===== config.mk =====
export PLATFORM = sky130hd
export DESIGN_NAME = anpr_regs
export DESIGN_NICKNAME = d
export VERILOG_FILES = /design/src/shared/anpr_pkg.sv /design/src/rtl/anpr_regs.sv
export SDC_FILE = /design/constraint.sdc
export NUM_CORES = 1
export LEC_CHECK = 0
export BUFFER_PORTS_ARGS = -buffer_cell sky130_fd_sc_hd__buf_2
export CORE_ASPECT_RATIO = 1.2
export CORE_UTILIZATION = 47
export DETAILED_ROUTE_END_ITERATION = 12
export PLACE_DENSITY = 0.83
export RECOVER_POWER = 50
export SKIP_CTS_REPAIR_TIMING = 1
export SLEW_MARGIN = 25
export SYNTH_ARGS = -nofsm -noshare
export SYNTH_HDL_FRONTEND = slang
export SYNTH_SLANG_ARGS = --single-unit

===== constraint.sdc =====
create_clock -name clk -period 5.07 [get_ports clk]
set_input_delay 1.014 -clock clk [delete_from_list [all_inputs] [get_ports clk]]
set_output_delay 1.014 -clock clk [all_outputs]
set_load 0.1 [all_outputs]

===== src/shared/anpr_pkg.sv =====
// Package: register map, field layout and carrier types of the negotiation page registers
package anpr_pkg;

  // Register indices; the APB byte address is four times the index
  localparam logic [9:0] ANPR_IDX_CONTROL  = 10'h200;
  localparam logic [9:0] ANPR_IDX_STATUS   = 10'h201;
  localparam logic [9:0] ANPR_IDX_LBP_LOW  = 10'h202;
  localparam logic [9:0] ANPR_IDX_LBP_MID  = 10'h203;
  localparam logic [9:0] ANPR_IDX_LBP_HIGH = 10'h204;
  localparam logic [9:0] ANPR_IDX_PBP_LOW  = 10'h205;
  localparam logic [9:0] ANPR_IDX_PBP_MID  = 10'h206;
  localparam logic [9:0] ANPR_IDX_PBP_HIGH = 10'h207;
  localparam logic [9:0] ANPR_IDX_NP_HDR   = 10'h208;
  localparam logic [9:0] ANPR_IDX_NP_CODE  = 10'h209;
  localparam logic [9:0] ANPR_IDX_IRQ_STAT = 10'h210;
  localparam logic [9:0] ANPR_IDX_IRQ_MASK = 10'h211;

  // Control register fields
  localparam int ANPR_CTL_SOFT_RESET = 15;
  localparam int ANPR_CTL_ENABLE     = 12;
  localparam int ANPR_CTL_RESTART    = 9;
  localparam logic [15:0] ANPR_CTL_RESET = 16'h1000;

  // Status register fields
  localparam int ANPR_STA_PAGE    = 6;
  localparam int ANPR_STA_DONE    = 5;
  localparam int ANPR_STA_FAULT   = 4;
  localparam int ANPR_STA_CAPABLE = 3;
  localparam int ANPR_STA_LINK    = 2;
  localparam logic [15:0] ANPR_STA_RESET = 16'h0008;

  // Local base page low word: bit 14 (acknowledge) is fixed at zero
  localparam logic [15:0] ANPR_LBP_LOW_RESET = 16'h0001;
  localparam logic [15:0] ANPR_LBP_LOW_WMASK = 16'hBFFF;
  localparam logic [15:0] ANPR_WORD_RESET    = 16'h0000;

  // Next page header: bit 14 reserved, bit 11 toggle driven by the engine
  localparam logic [15:0] ANPR_NP_HDR_WMASK = 16'hB7FF;
  localparam int          ANPR_NP_TOGGLE    = 11;

  // Interrupt status and mask layout
  localparam int ANPR_IRQ_PAGE  = 0;
  localparam int ANPR_IRQ_FAULT = 1;
  localparam int ANPR_IRQ_DONE  = 2;
  localparam int ANPR_IRQ_LINK  = 3;
  localparam logic [3:0] ANPR_IRQ_RESET = 4'h0;

  // Events and state reported by the negotiation engine
  typedef struct packed {
    logic        page_arrived;    // One-cycle pulse
    logic        far_fault;       // One-cycle pulse
    logic        done;            // Level
    logic        link_up;         // Level
    logic        partner_valid;   // One-cycle pulse, qualifies partner_page
    logic [47:0] partner_page;
    logic        toggle;          // Level
  } anpr_engine_t;

  // Controls and advertised pages driven to the negotiation engine
  typedef struct packed {
    logic        soft_reset;      // One-cycle pulse
    logic        enable;          // Level
    logic        restart;         // One-cycle pulse
    logic [47:0] local_page;
    logic [15:0] next_page_header;
    logic [15:0] next_page_code;
  } anpr_ctrl_t;

endpackage


===== src/rtl/anpr_regs.sv =====
// APB register bank of the negotiation function with page exchange and interrupt
//
// Decided for this implementation: the APB register port.
`timescale 1ns/1ps

module anpr_regs
  import anpr_pkg::*;
(
  input  wire logic          clk,
  input  wire logic          reset,
  input  wire logic          psel,
  input  wire logic          penable,
  input  wire logic          pwrite,
  input  wire logic [11:0]   paddr,
  input  wire logic [31:0]   pwdata,
  input  wire logic [3:0]    pstrb,
  output logic      [31:0]   prdata,
  output logic               pready,
  output logic               pslverr,
  output logic               irq,
  input  wire anpr_engine_t  engine,
  output anpr_ctrl_t         ctrl
);

  // Merge the enabled low byte lanes of a write into the old value
  function automatic logic [15:0] lane_merge(input logic [15:0] old_val,
                                             input logic [15:0] new_val,
                                             input logic [1:0]  strb);
    lane_merge = {strb[1] ? new_val[15:8] : old_val[15:8],
                  strb[0] ? new_val[7:0]  : old_val[7:0]};
  endfunction

  // Sticky flag: set wins over clear
  function automatic logic sticky(input logic cur, input logic set, input logic clr);
    sticky = set | (cur & ~clr);
  endfunction

  logic        enable_ff;
  logic        soft_reset_ff;
  logic        restart_ff;
  logic        page_ff;
  logic        fault_ff;
  logic        link_ff;
  logic        link_prev_ff;
  logic        done_prev_ff;
  logic [15:0] lbp_low_ff;
  logic [15:0] lbp_mid_ff;
  logic [15:0] lbp_high_ff;
  logic [47:0] pbp_ff;
  logic [15:0] np_hdr_ff;
  logic [15:0] np_code_ff;
  logic [3:0]  irq_stat_ff;
  logic [3:0]  irq_mask_ff;
  logic [31:0] prdata_ff;

  // Address decode
  wire logic [9:0]  idx       = paddr[11:2];
  wire logic        aligned   = (paddr[1:0] == 2'h0);
  wire logic        hit       = aligned &&
                                ((idx >= ANPR_IDX_CONTROL && idx <= ANPR_IDX_NP_CODE) ||
                                 idx == ANPR_IDX_IRQ_STAT || idx == ANPR_IDX_IRQ_MASK);
  wire logic        access    = psel & penable;
  wire logic        wr        = access & pwrite & hit;
  wire logic        setup_rd  = psel & ~penable & ~pwrite;
  wire logic [15:0] wd        = pwdata[15:0];

  wire logic wr_ctl   = wr && idx == ANPR_IDX_CONTROL;
  wire logic wr_sta   = wr && idx == ANPR_IDX_STATUS;
  wire logic wr_lbpl  = wr && idx == ANPR_IDX_LBP_LOW;
  wire logic wr_lbpm  = wr && idx == ANPR_IDX_LBP_MID;
  wire logic wr_lbph  = wr && idx == ANPR_IDX_LBP_HIGH;
  wire logic wr_nph   = wr && idx == ANPR_IDX_NP_HDR;
  wire logic wr_npc   = wr && idx == ANPR_IDX_NP_CODE;
  wire logic wr_mask  = wr && idx == ANPR_IDX_IRQ_MASK;
  wire logic rd_istat = access & ~pwrite & aligned & (idx == ANPR_IDX_IRQ_STAT);

  // Written values after byte lane merge; unwritten lanes keep old contents
  wire logic [15:0] ctl_now = {soft_reset_ff, 2'b00, enable_ff, 2'b00, restart_ff, 9'h000};
  wire logic [15:0] sta_now;
  wire logic [15:0] ctl_wd  = lane_merge(ctl_now, wd, pstrb[1:0]);
  wire logic [15:0] sta_wd  = lane_merge(sta_now, wd, pstrb[1:0]);

  // Control register
  wire logic nxt_enable     = wr_ctl ? ctl_wd[ANPR_CTL_ENABLE] : enable_ff;
  wire logic nxt_soft_reset = wr_ctl & pstrb[1] & wd[ANPR_CTL_SOFT_RESET];
  wire logic nxt_restart    = wr_ctl & pstrb[1] & wd[ANPR_CTL_RESTART] &
                              nxt_enable & ~nxt_soft_reset;

  // Status flags; a written one leaves a clear-by-zero flag alone
  wire logic page_clr    = (wr_sta & ~sta_wd[ANPR_STA_PAGE]) | soft_reset_ff;
  wire logic fault_clr   = (wr_sta & ~sta_wd[ANPR_STA_FAULT]) | soft_reset_ff;
  wire logic nxt_page    = sticky(page_ff, engine.page_arrived, page_clr);
  wire logic nxt_fault   = sticky(fault_ff, engine.far_fault, fault_clr);
  wire logic link_chg    = engine.link_up != link_prev_ff;
  wire logic link_wr0    = wr_sta & ~sta_wd[ANPR_STA_LINK];
  wire logic nxt_link    = link_chg ? engine.link_up :
                           (link_wr0 ? 1'b1 : link_ff);
  wire logic done_rise   = engine.done & ~done_prev_ff;

  assign sta_now = {9'h000, page_ff, engine.done, fault_ff, 1'b1, link_ff, 2'b00};

  // Interrupt status: read clears, a new event in the same cycle wins
  wire logic [3:0] irq_evt;
  assign irq_evt[ANPR_IRQ_PAGE]  = engine.page_arrived;
  assign irq_evt[ANPR_IRQ_FAULT] = engine.far_fault;
  assign irq_evt[ANPR_IRQ_DONE]  = done_rise;
  assign irq_evt[ANPR_IRQ_LINK]  = link_chg;
  wire logic [3:0] nxt_irq_stat  = irq_evt | (irq_stat_ff & {4{~rd_istat}});
  wire logic [15:0] mask_wd      = lane_merge({12'h000, irq_mask_ff}, wd, pstrb[1:0]);
  wire logic [3:0]  nxt_irq_mask = wr_mask ? mask_wd[3:0] : irq_mask_ff;

  // Page words; the partner page is loaded by the engine, the others by writes
  wire logic [15:0] lbpl_wd     = lane_merge(lbp_low_ff, wd, pstrb[1:0]);
  wire logic [15:0] nxt_lbp_low = wr_lbpl ? (lbpl_wd & ANPR_LBP_LOW_WMASK)
                                          : lbp_low_ff;
  wire logic [15:0] nxt_lbp_mid = wr_lbpm ? lane_merge(lbp_mid_ff, wd, pstrb[1:0])
                                          : lbp_mid_ff;
  wire logic [15:0] nxt_lbp_hi  = wr_lbph ? lane_merge(lbp_high_ff, wd, pstrb[1:0])
                                          : lbp_high_ff;
  wire logic [15:0] nph_wd      = lane_merge(np_hdr_ff, wd, pstrb[1:0]);
  wire logic [15:0] nxt_np_hdr  = wr_nph ? (nph_wd & ANPR_NP_HDR_WMASK)
                                         : np_hdr_ff;
  wire logic [15:0] nxt_np_code = wr_npc ? lane_merge(np_code_ff, wd, pstrb[1:0])
                                         : np_code_ff;
  wire logic [47:0] nxt_pbp     = soft_reset_ff ? 48'h0000_0000_0000 :
                                  (engine.partner_valid ? engine.partner_page : pbp_ff);

  // Next page header as read: toggle bit comes from the engine
  wire logic [15:0] np_hdr_rd = np_hdr_ff |
                                ({15'h0000, engine.toggle} << ANPR_NP_TOGGLE);

  // Read selection
  logic [15:0] rd_word;
  always_comb begin
    unique case (idx)
      ANPR_IDX_CONTROL:  rd_word = ctl_now;
      ANPR_IDX_STATUS:   rd_word = sta_now;
      ANPR_IDX_LBP_LOW:  rd_word = lbp_low_ff;
      ANPR_IDX_LBP_MID:  rd_word = lbp_mid_ff;
      ANPR_IDX_LBP_HIGH: rd_word = lbp_high_ff;
      ANPR_IDX_PBP_LOW:  rd_word = pbp_ff[15:0];
      ANPR_IDX_PBP_MID:  rd_word = pbp_ff[31:16];
      ANPR_IDX_PBP_HIGH: rd_word = pbp_ff[47:32];
      ANPR_IDX_NP_HDR:   rd_word = np_hdr_rd;
      ANPR_IDX_NP_CODE:  rd_word = np_code_ff;
      ANPR_IDX_IRQ_STAT: rd_word = {12'h000, irq_stat_ff};
      ANPR_IDX_IRQ_MASK: rd_word = {12'h000, irq_mask_ff};
      default:           rd_word = 16'h0000;
    endcase
  end
  wire logic [31:0] nxt_prdata = (setup_rd & hit) ? {16'h0000, rd_word} : prdata_ff;

  // Control register flops

  // Negotiation enable; comes out of reset set
  // so that negotiation runs without software help
  always_ff @(posedge clk or posedge reset) begin
    if (reset) begin
      enable_ff <= ANPR_CTL_RESET[ANPR_CTL_ENABLE];
    end else begin
      enable_ff <= nxt_enable;
    end
  end

  // Soft reset pulse; lasts one cycle, so the
  // control bit reads back zero right after it
  always_ff @(posedge clk or posedge reset) begin
    if (reset) begin
      soft_reset_ff <= 1'b0;
    end else begin
      soft_reset_ff <= nxt_soft_reset;
    end
  end

  // Restart pulse; refused while disabled or
  // while a soft reset is requested in the same write
  always_ff @(posedge clk or posedge reset) begin
    if (reset) begin
      restart_ff <= 1'b0;
    end else begin
      restart_ff <= nxt_restart;
    end
  end

  // Status flags

  // Page received flag; an arriving page
  // beats a software clear in the same cycle
  always_ff @(posedge clk or posedge reset) begin
    if (reset) begin
      page_ff <= ANPR_STA_RESET[ANPR_STA_PAGE];
    end else begin
      page_ff <= nxt_page;
    end
  end

  // Far fault flag; a new fault beats
  // a software clear in the same cycle
  always_ff @(posedge clk or posedge reset) begin
    if (reset) begin
      fault_ff <= ANPR_STA_RESET[ANPR_STA_FAULT];
    end else begin
      fault_ff <= nxt_fault;
    end
  end

  // Link bit; follows every engine change,
  // a written zero forces it up between changes
  always_ff @(posedge clk or posedge reset) begin
    if (reset) begin
      link_ff <= ANPR_STA_RESET[ANPR_STA_LINK];
    end else begin
      link_ff <= nxt_link;
    end
  end

  // Last link level, for change detection;
  // resets to the idle (down) level, so no false change
  always_ff @(posedge clk or posedge reset) begin
    if (reset) begin
      link_prev_ff <= 1'b0;
    end else begin
      link_prev_ff <= engine.link_up;
    end
  end

  // Last done level, for the rising edge event;
  // resets low so reset alone raises no event
  always_ff @(posedge clk or posedge reset) begin
    if (reset) begin
      done_prev_ff <= 1'b0;
    end else begin
      done_prev_ff <= engine.done;
    end
  end

  // Page words

  // Local base page low word; the acknowledge
  // bit is masked off on every write
  always_ff @(posedge clk or posedge reset) begin
    if (reset) begin
      lbp_low_ff <= ANPR_LBP_LOW_RESET;
    end else begin
      lbp_low_ff <= nxt_lbp_low;
    end
  end

  // Local base page middle word
  // (nonce and low technology abilities)
  always_ff @(posedge clk or posedge reset) begin
    if (reset) begin
      lbp_mid_ff <= ANPR_WORD_RESET;
    end else begin
      lbp_mid_ff <= nxt_lbp_mid;
    end
  end

  // Local base page high word
  // (upper technology abilities)
  always_ff @(posedge clk or posedge reset) begin
    if (reset) begin
      lbp_high_ff <= ANPR_WORD_RESET;
    end else begin
      lbp_high_ff <= nxt_lbp_hi;
    end
  end

  // Next page header; the reserved bit and the
  // toggle bit are never stored here
  always_ff @(posedge clk or posedge reset) begin
    if (reset) begin
      np_hdr_ff <= ANPR_WORD_RESET;
    end else begin
      np_hdr_ff <= nxt_np_hdr;
    end
  end

  // First unformatted code word
  // of the next page
  always_ff @(posedge clk or posedge reset) begin
    if (reset) begin
      np_code_ff <= ANPR_WORD_RESET;
    end else begin
      np_code_ff <= nxt_np_code;
    end
  end

  // Partner base page, captured whole when the
  // engine qualifies it, zeroed by a soft reset
  always_ff @(posedge clk or posedge reset) begin
    if (reset) begin
      pbp_ff <= {3{ANPR_WORD_RESET}};
    end else begin
      pbp_ff <= nxt_pbp;
    end
  end

  // Interrupt and read data

  // Interrupt status; a read clears it, but an
  // event in the clearing cycle is kept
  always_ff @(posedge clk or posedge reset) begin
    if (reset) begin
      irq_stat_ff <= ANPR_IRQ_RESET;
    end else begin
      irq_stat_ff <= nxt_irq_stat;
    end
  end

  // Interrupt mask, same layout as the status;
  // all sources masked out of reset
  always_ff @(posedge clk or posedge reset) begin
    if (reset) begin
      irq_mask_ff <= ANPR_IRQ_RESET;
    end else begin
      irq_mask_ff <= nxt_irq_mask;
    end
  end

  // Read data, loaded in the setup cycle so it
  // stands for the whole access cycle
  always_ff @(posedge clk or posedge reset) begin
    if (reset) begin
      prdata_ff <= 32'h0000_0000;
    end else begin
      prdata_ff <= nxt_prdata;
    end
  end

  // APB answers in the first access cycle; read data was loaded in setup
  assign pready  = 1'b1;
  assign pslverr = access & ~hit;
  assign prdata  = prdata_ff;
  assign irq     = |(irq_stat_ff & irq_mask_ff);

  assign ctrl.soft_reset       = soft_reset_ff;
  assign ctrl.enable           = enable_ff;
  assign ctrl.restart          = restart_ff;
  assign ctrl.local_page       = {lbp_high_ff, lbp_mid_ff, lbp_low_ff};
  assign ctrl.next_page_header = np_hdr_rd;
  assign ctrl.next_page_code   = np_code_ff;

endmodule


==> summary.txt, run 1 <==
Run status
  • Run status: finished with violations
  • Failing checks: max-capacitance violations, max-slew violations

Yosys
  • Syn avg cell area: about 12 sq um
  • Distinct cells, synth: between 50 and 60
  • Post-Synth XOR/XNOR Area: 0
  • Post-synth design cell area: roughly 7700 sq um
  • Simple-Gate Fraction of Synth Area: 0.106
  • Yosys reg bits: roughly 160
  • Synth Area in Compound Gates: 0.0752
  • Post-synthesis mux area share: 0.260
  • Number of synthesized flops with an enable pin: 0
  • Gate Count Post-Synth: about 640
  • Largest family of logic cells by synthesized area: multiplexers
  • Post-Synth Adder-Cell Area: 0.00162
  • Synth Flop Type: dfrtp_1
  • Yosys warnings: 0
  • Ys async rst share: 1.00
  • Sequential-to-total area share from yosys stat: 0.510

STA
  • Final WS setup: 1.26 ns
  • Crit share post-route: 0.751
  • Final Slew Violations: 30
  • Crit path time final: ~3.8 ns
  • Unrepaired setup endpoints after global routing: no
  • Clock skew: ~0.017 ns
  • Setup TNS Final: 0 ns
  • Worst-Margin Slew: 2.11 ns
  • Setup Viol. Count Final: 0
  • Relative slew slack: -0.407
  • Final Hold Fails: 0
  • Max Freq: around 260 MHz

Pwr
  • Leak: a little under 5 nW
  • Pwr Density: 318 nW/um^2
  • Worst IR Drop VDD: 0.256 mV

Detailed routing
  • Via density: around 5.7
  • DRT antenna net count: 0
  • DRT met1 WL: 9280 um
  • TritonRoute pass-1 iters: 5
  • Residual DRC count: 0
  • Met3 wire len: between 1500 and 2000 um
  • DR top layer: met4
  • WL per Instance: 21.1 um
  • Routed length on met2: around 10000 um
  • Final wirelength: about 22000 um
  • Iter 0 DRT Violations: between 300 and 400
  • Vias: 5882

Critical path
  • WP data required: between 5 and 6 ns
  • Crit path top cell by count: clkbuf_1
  • Crit-path max FO: 29
  • Reg-to-reg slack, setup: 3.25 ns
  • Worst-path cell chain: clkbuf_1 -> clkbuf_1 -> mux2i_1 -> nor2_1
  • Crit Path Category: input port to register
  • Arrival time of the worst setup path: 4.09 ns
  • R2r endpoint: prdata[2]
  • Crit-path max cell delay: 1.58 ns
  • Crit. End Element: register
  • Slowest CP cell: clkbuf_1
  • CP startpoint kind: input port
  • Worst reg2reg path startpoint: lbp_high_ff[2]
  • R2R depth: 4

Cells and area
  • Register Area: roughly 3900 sq um
  • Layout cells sized above 1: 0.420
  • Final Util: 0.591
  • Net count, final: 925
  • Multi-input logic area: between 3000 and 4000 sq um
  • Area grow syn2layout: 21.3%
  • Ant diodes: 0
  • Filler instances: about 1300
  • Cell area after layout: approximately 9400 sq um

Clock network
  • Clock Sinks: roughly 160
  • Clock Path Buffers: 2
  • H-tree Lvls: 4
  • Clock-pin slew on the worst setup and hold paths: about 0.060 ns
  • Total CTS buffers: 17
  • Clk_lat worst skew: 0.43 ns
  • CTS tree: yes
  • Root Driver: clkbuf_16

GRT
  • Tot GR Track Use: 0.265
  • Pin count of the biggest net entering global routing: roughly 160
  • First-pass GRT wire length: approximately 33000 um
  • Total grt overflow: 0
  • Vias in the first global route: around 5800
  • Initial antenna violation count: 1

Min path
  • Min-delay src: done_prev_ff
  • Hold Path Depth: 1
  • HP Class: register to register
  • Hold Path Sink: irq_stat_ff[2]

Floorplanning
  • Die height: 142 um
  • Core area: around 16000 sq um
  • Die W: roughly 120 um
  • Row count: 50
  • I/O pin cnt: between 200 and 250
  • Die footprint: around 17000 sq um
  • Initial Util: 0.487

Placed design
  • Dpl hpwl: between 15000 and 20000 um
  • RePlAce Congestion: about 0.95
  • Pre-CTS setup slack: roughly 1.3 ns
  • Placed Instance Area: slightly below 9000 sq um
  • IO Port Bufs: approximately 190

Flow run
  • Max cap viols: 1
state kept, by name, summed over array words and instances, names as in the netlist, 4 cells and up:
signal and cells:
lbp_low_ff 15, prdata 16, np_code_ff 16, lbp_mid_ff 16
lbp_high_ff 16, np_hdr_ff 14, irq_stat_ff 4, irq_mask_ff 4
pbp_ff 48
cell type report:
type / instances / area share
multi-input combinational: 434 / 0.372
sequential: 157 / 0.420
clock buffer: 25 / 0.0551
clock inverter: 6 / 0.0112
timing repair buffer: 198 / 0.109
tap: 208 / 0.0278
inverter: 9 / 0.00375
kinds of logic (layout without fill, tap and decap cells):
group           count (synthesis)  in the layout
flops                         157            157
other cells                     2             19
mux                           179            179
fa+ha+maj                       1              1
simple gates                  151            151
buf+inv                        67            238
compound gates                 84             84
critical path: cells and delay by family:
kind                   cells  cell delay [ns]
buffers and inverters      2             2.63
AND/OR/NAND/NOR            1             0.06
multiplexers               1             0.34
cell usage in the layout, fill, tap and decap left out, types with 7 or more instances in the layout:
cell type | synthesis | layout
mux2_2 | 98 | 98
o21ai_0 | 18 | 18
nand3_1 | 7 | 7
conb_1 | 2 | 19
a21oi_1 | 11 | 11
o22ai_1 | 8 | 8
mux4_2 | 7 | 7
mux2i_1 | 74 | 74
clkbuf_16 | 0 | 17
inv_1 | 9 | 8
buf_4 | 25 | 9
nand2_1 | 25 | 25
a22oi_1 | 12 | 12
nor2b_1 | 7 | 7
dfrtp_1 | 155 | 155
nor2_1 | 63 | 63
buf_2 | 5 | 184
cell usage after synthesis, types with 3 or more instances:
| library cell | n | area, sq um |
|---|---|---|
| nor2_1 | 63 | 236 |
| clkbuf_1 | 23 | 86.3 |
| nor3_1 | 5 | 25.0 |
| a21oi_1 | 11 | 55.1 |
| o22ai_1 | 8 | 50.1 |
| nand2b_1 | 6 | 37.5 |
| buf_2 | 5 | 25.0 |
| mux2_2 | 98 | 1100 |
| and3_1 | 4 | 25.0 |
| a22oi_1 | 12 | 90.1 |
| nor3b_1 | 4 | 30.0 |
| nand2_1 | 25 | 93.8 |
| mux4_2 | 7 | 158 |
| or4_4 | 3 | 33.8 |
| o32ai_1 | 4 | 35.0 |
| a32oi_1 | 3 | 26.3 |
| buf_4 | 25 | 188 |
| a31oi_1 | 4 | 25.0 |
| inv_1 | 9 | 33.8 |
| nand3_1 | 7 | 35.0 |
| dfrtp_1 | 155 | 3880 |
| a221oi_1 | 5 | 43.8 |
| o22a_1 | 3 | 26.3 |
| a21o_1 | 4 | 30.0 |
| mux2i_1 | 74 | 741 |
| nor2b_1 | 7 | 43.8 |
| o21ai_0 | 18 | 90.1 |
| or3b_2 | 3 | 26.3 |
| buf_1 | 4 | 15.0 |
| and2_0 | 3 | 18.8 |
per-stage QoR:
stage	hold WS, ns	power [mW]	std cells
final	0.431	2.97	1037
after floorplan	0.400	1.56	658
after global routing	0.445	3.06	1037
after detailed placement	0.422	1.66	1006
after CTS	0.431	2.98	1037
after global placement	0.405	1.65	1006
layer usage:
metal  track usage  vias to the layer above
met3        0.0661                       51
met1         0.353                     2911
li1              -                     2635
met2         0.406                      285
met4         0.125                        0
met5             0                        -
report_power, final:
part           total [mW]  internal [mW]  switching, mW
combinational       0.318         0.0980          0.220
clock                1.33          0.848          0.485
sequential           1.32           1.30         0.0269
total                2.97           2.24          0.732
worst max-delay path by stage:
stage / endpoint / cells after the start / slack [ns] / from
global placement: pslverr / 6 / 1.33 / paddr[4]
CTS: pslverr / 6 / 1.31 / paddr[4]
finish: pbp_ff[36] / 4 / 1.26 / engine[49]
floorplan: pslverr / 4 / 1.30 / paddr[4]
detailed placement: pslverr / 6 / 1.30 / paddr[4]
global route: pbp_ff[6] / 4 / 1.04 / engine[49]
(Power assumes the default switching activity.)
==> inputs of run 2 (changes only) <==
Clock period 5.07 ns to 3.4 ns, I/O delays scaled along.
==> run 2 against run 1 <==
Compared with the run above:
- the run still ends with max-capacitance violations, max-slew violations left
- sequential share of layout area decreased by 0.40 points
- critical path depth increased by 2
- non-clock buffer count increased by 15
- routed wire length increased by 2.0%
- critical path type is now input port to output port
- largest power group is now sequential cells
==> summary.txt, run 2 (same netlist as run 1, synthesis figures left out) <==
Cells and area
  • Most common cell after layout, fill and taps aside: buf_2
  • Most frequent cells in the layout: buf_2, dfrtp_1, mux2_2
  • Net count, final: 940 (+1.6%)
  • Final Util: 0.596 (+0.00561)
  • Filler instances: 1323 (+1.6%)
  • Max reg flops: 48 (unchanged)
  • Biggest register: pbp_ff
  • Area grow syn2layout: 22.5%
  • Layout cells sized above 1: 0.431 (+0.0110)

Run status
  • Run status: finished with violations
  • Failing checks: max-capacitance violations, max-slew violations

Pwr
  • Worst IR Drop VDD: 0.262 mV (+2.2%)
  • Power share of the sequential group: 0.452 (+0.007)
  • PnR Total Power: 4.36 mW (+47%)
  • Clock Power Share: 0.437 (-0.012)
  • P_int: 3.22 mW (+44%)
  • Leak: 4.89 nW (+1.2%)
  • Combinational share of power: 0.112 (+0.005)
  • Switching part of the total power: 0.261 (+0.0150)
  • Sw power: 1.14 mW (+56%)
  • Pwr Density: 462 nW/um^2 (+45%)

Detailed routing
  • Iter 0 DRT Violations: 444 (+18%)
  • Final wirelength: 22300 um (+2.0%)
  • Residual DRC count: 0 (unchanged)
  • DRT met1 WL: 9090 um (-2.1%)
  • TritonRoute pass-1 iters: 6 (+1)
  • Met3 wire len: 1740 um (+10%)
  • DR top layer: met4
  • WL per Instance: 21.2 um (+0.39%)
  • Via density: 5.72 (+0.88%)
  • Routed length on met2: 10600 um (+2.7%)
  • Vias: 6031 (+2.5%)
  • DRT antenna net count: 0 (unchanged)

Clock network
  • Clk_lat worst skew: 0.43 ns (about the same)
  • H-tree Lvls: 4 (unchanged)
  • Clock-pin slew on the worst setup and hold paths: 0.06 ns (about the same)
  • CTS tree: yes
  • Total CTS buffers: 17 (unchanged)
  • Clock Path Buffers: 2 (unchanged)
  • Clock Sinks: 157 (unchanged)
  • Root Driver: clkbuf_16

Min path
  • Hold Path Depth: 1 (unchanged)
  • Min-delay src: engine[50]
  • Hold Path Sink: link_prev_ff
  • HP Class: input port to register

Floorplanning
  • Die height: 142 um (unchanged)
  • Initial Util: 0.487 (unchanged)
  • Row count: 50 (unchanged)
  • Die W: 119 um (unchanged)
  • Die footprint: 16900 sq um (unchanged)
  • Core area: 15800 sq um (unchanged)
  • I/O pin cnt: 225 (unchanged)

STA
  • Clock skew: 0.00695 ns (-0.00984 ns)
  • Final Hold Fails: 0 (unchanged)
  • Setup TNS Final: 0 ns (unchanged)
  • Crit path time final: around 2.8 ns
  • Final WS setup: 0.556 ns (-0.708 ns)
  • Max Freq: 352 MHz
  • Unrepaired setup endpoints after global routing: no
  • Final hold slack: 0.377 ns (-0.0548 ns)
  • Worst-Margin Slew: 1.72 ns (-0.388 ns)
  • Setup Viol. Count Final: 0 (unchanged)
  • Final Slew Violations: 26 (-13%)
  • Crit share post-route: 0.836
  • Relative slew slack: -0.148 (+0.259)

GRT
  • Tot GR Track Use: 0.269 (+0.00412)
  • Vias in the first global route: 5935 (+2.0%)
  • Pin count of the biggest net entering global routing: 51 (-68%)
  • First-pass GRT wire length: 34100 um (+2.5%)
  • Initial antenna violation count: 1 (unchanged)
  • Total grt overflow: 0 (unchanged)

Critical path
  • CP startpoint kind: input port
  • Worst reg2reg path startpoint: pbp_ff[34]
  • Crit-path max FO: 4 (-86%)
  • Crit Path Category: input port to output port
  • Crit. End Element: output port
  • R2r endpoint: prdata[2]
  • R2R depth: 4 (unchanged)
  • Reg-to-reg slack, setup: 1.65 ns (-1.60 ns)
  • WP data required: 2.72 ns (-2.63 ns)
  • Arrival time of the worst setup path: 2.16 ns (-1.93 ns)

Placed design
  • Dpl hpwl: 16800 um (+7.2%)
  • Pre-CTS setup slack: 0.441 ns (-0.855 ns)
  • IO Port Bufs: 187 (unchanged)
  • RePlAce Congestion: 0.942 (-0.88%)

Flow run
  • Max cap viols: 1 (unchanged)
-- run 2: cell type report --
type / count / area, sq um / area share
Multi-Input combinational cell: 434 / 3480 / 0.369
Clock inverter: 10 / 113 / 0.0119
Sequential cell: 157 / 3930 / 0.416
Clock buffer: 22 / 474 / 0.0502
Inverter: 9 / 35.0 / 0.00371
Tap cell: 208 / 260 / 0.0276
Timing Repair Buffer: 213 / 1140 / 0.121
Antenna cell: 1 / 2.50 / 0.000265
-- run 2: critical path, cell delays in order --
cell and delay, ns:
buf_2 0.10, or4_4 0.56, or4_4 0.47, nor2_1 0.10, nor2_1 0.07, buf_12 0.17
-- run 2: worst max path at each step --
stage               start        endpoint  slack, ns  depth (start not counted)
6_report         paddr[9]         pslverr       0.56                          6
5_1_grt        engine[49]      pbp_ff[39]       0.40                          4
4_1_cts          paddr[9]         pslverr       0.55                          6
3_5_place_dp     paddr[9]   lbp_low_ff[8]       0.44                          7
3_3_place_gp     paddr[9]  lbp_low_ff[11]       0.46                          7
2_1_floorplan    paddr[4]         pslverr       0.30                          4
-- run 2: per-layer routing --
layer,track usage,vias to the layer above
li1,-,2667
met1,0.349,2979
met2,0.419,321
met3,0.0613,64
met4,0.145,0
met5,0,-
-- run 2: power groups by stage --
| stage | Sequential [mW] | Clock, mW | Combinational, mW |
|---|---|---|---|
| after floorplan | 2.00 | 0 | 0.334 |
| after global placement | 2.00 | 0 | 0.478 |
| after detailed placement | 2.00 | 0 | 0.487 |
| after CTS | 1.97 | 1.91 | 0.490 |
| after global routing | 1.98 | 2.00 | 0.520 |
| final | 1.97 | 1.90 | 0.487 |
-- run 2: metrics by stage --
| stage | cells | instance area (sq um) |
|---|---|---|
| floorplan | 658 | 7770 |
| global placement | 1021 | 8890 |
| detailed placement | 1021 | 8890 |
| CTS | 1053 | 9480 |
| global route | 1054 | 9440 |
| finish | 1054 | 9440 |
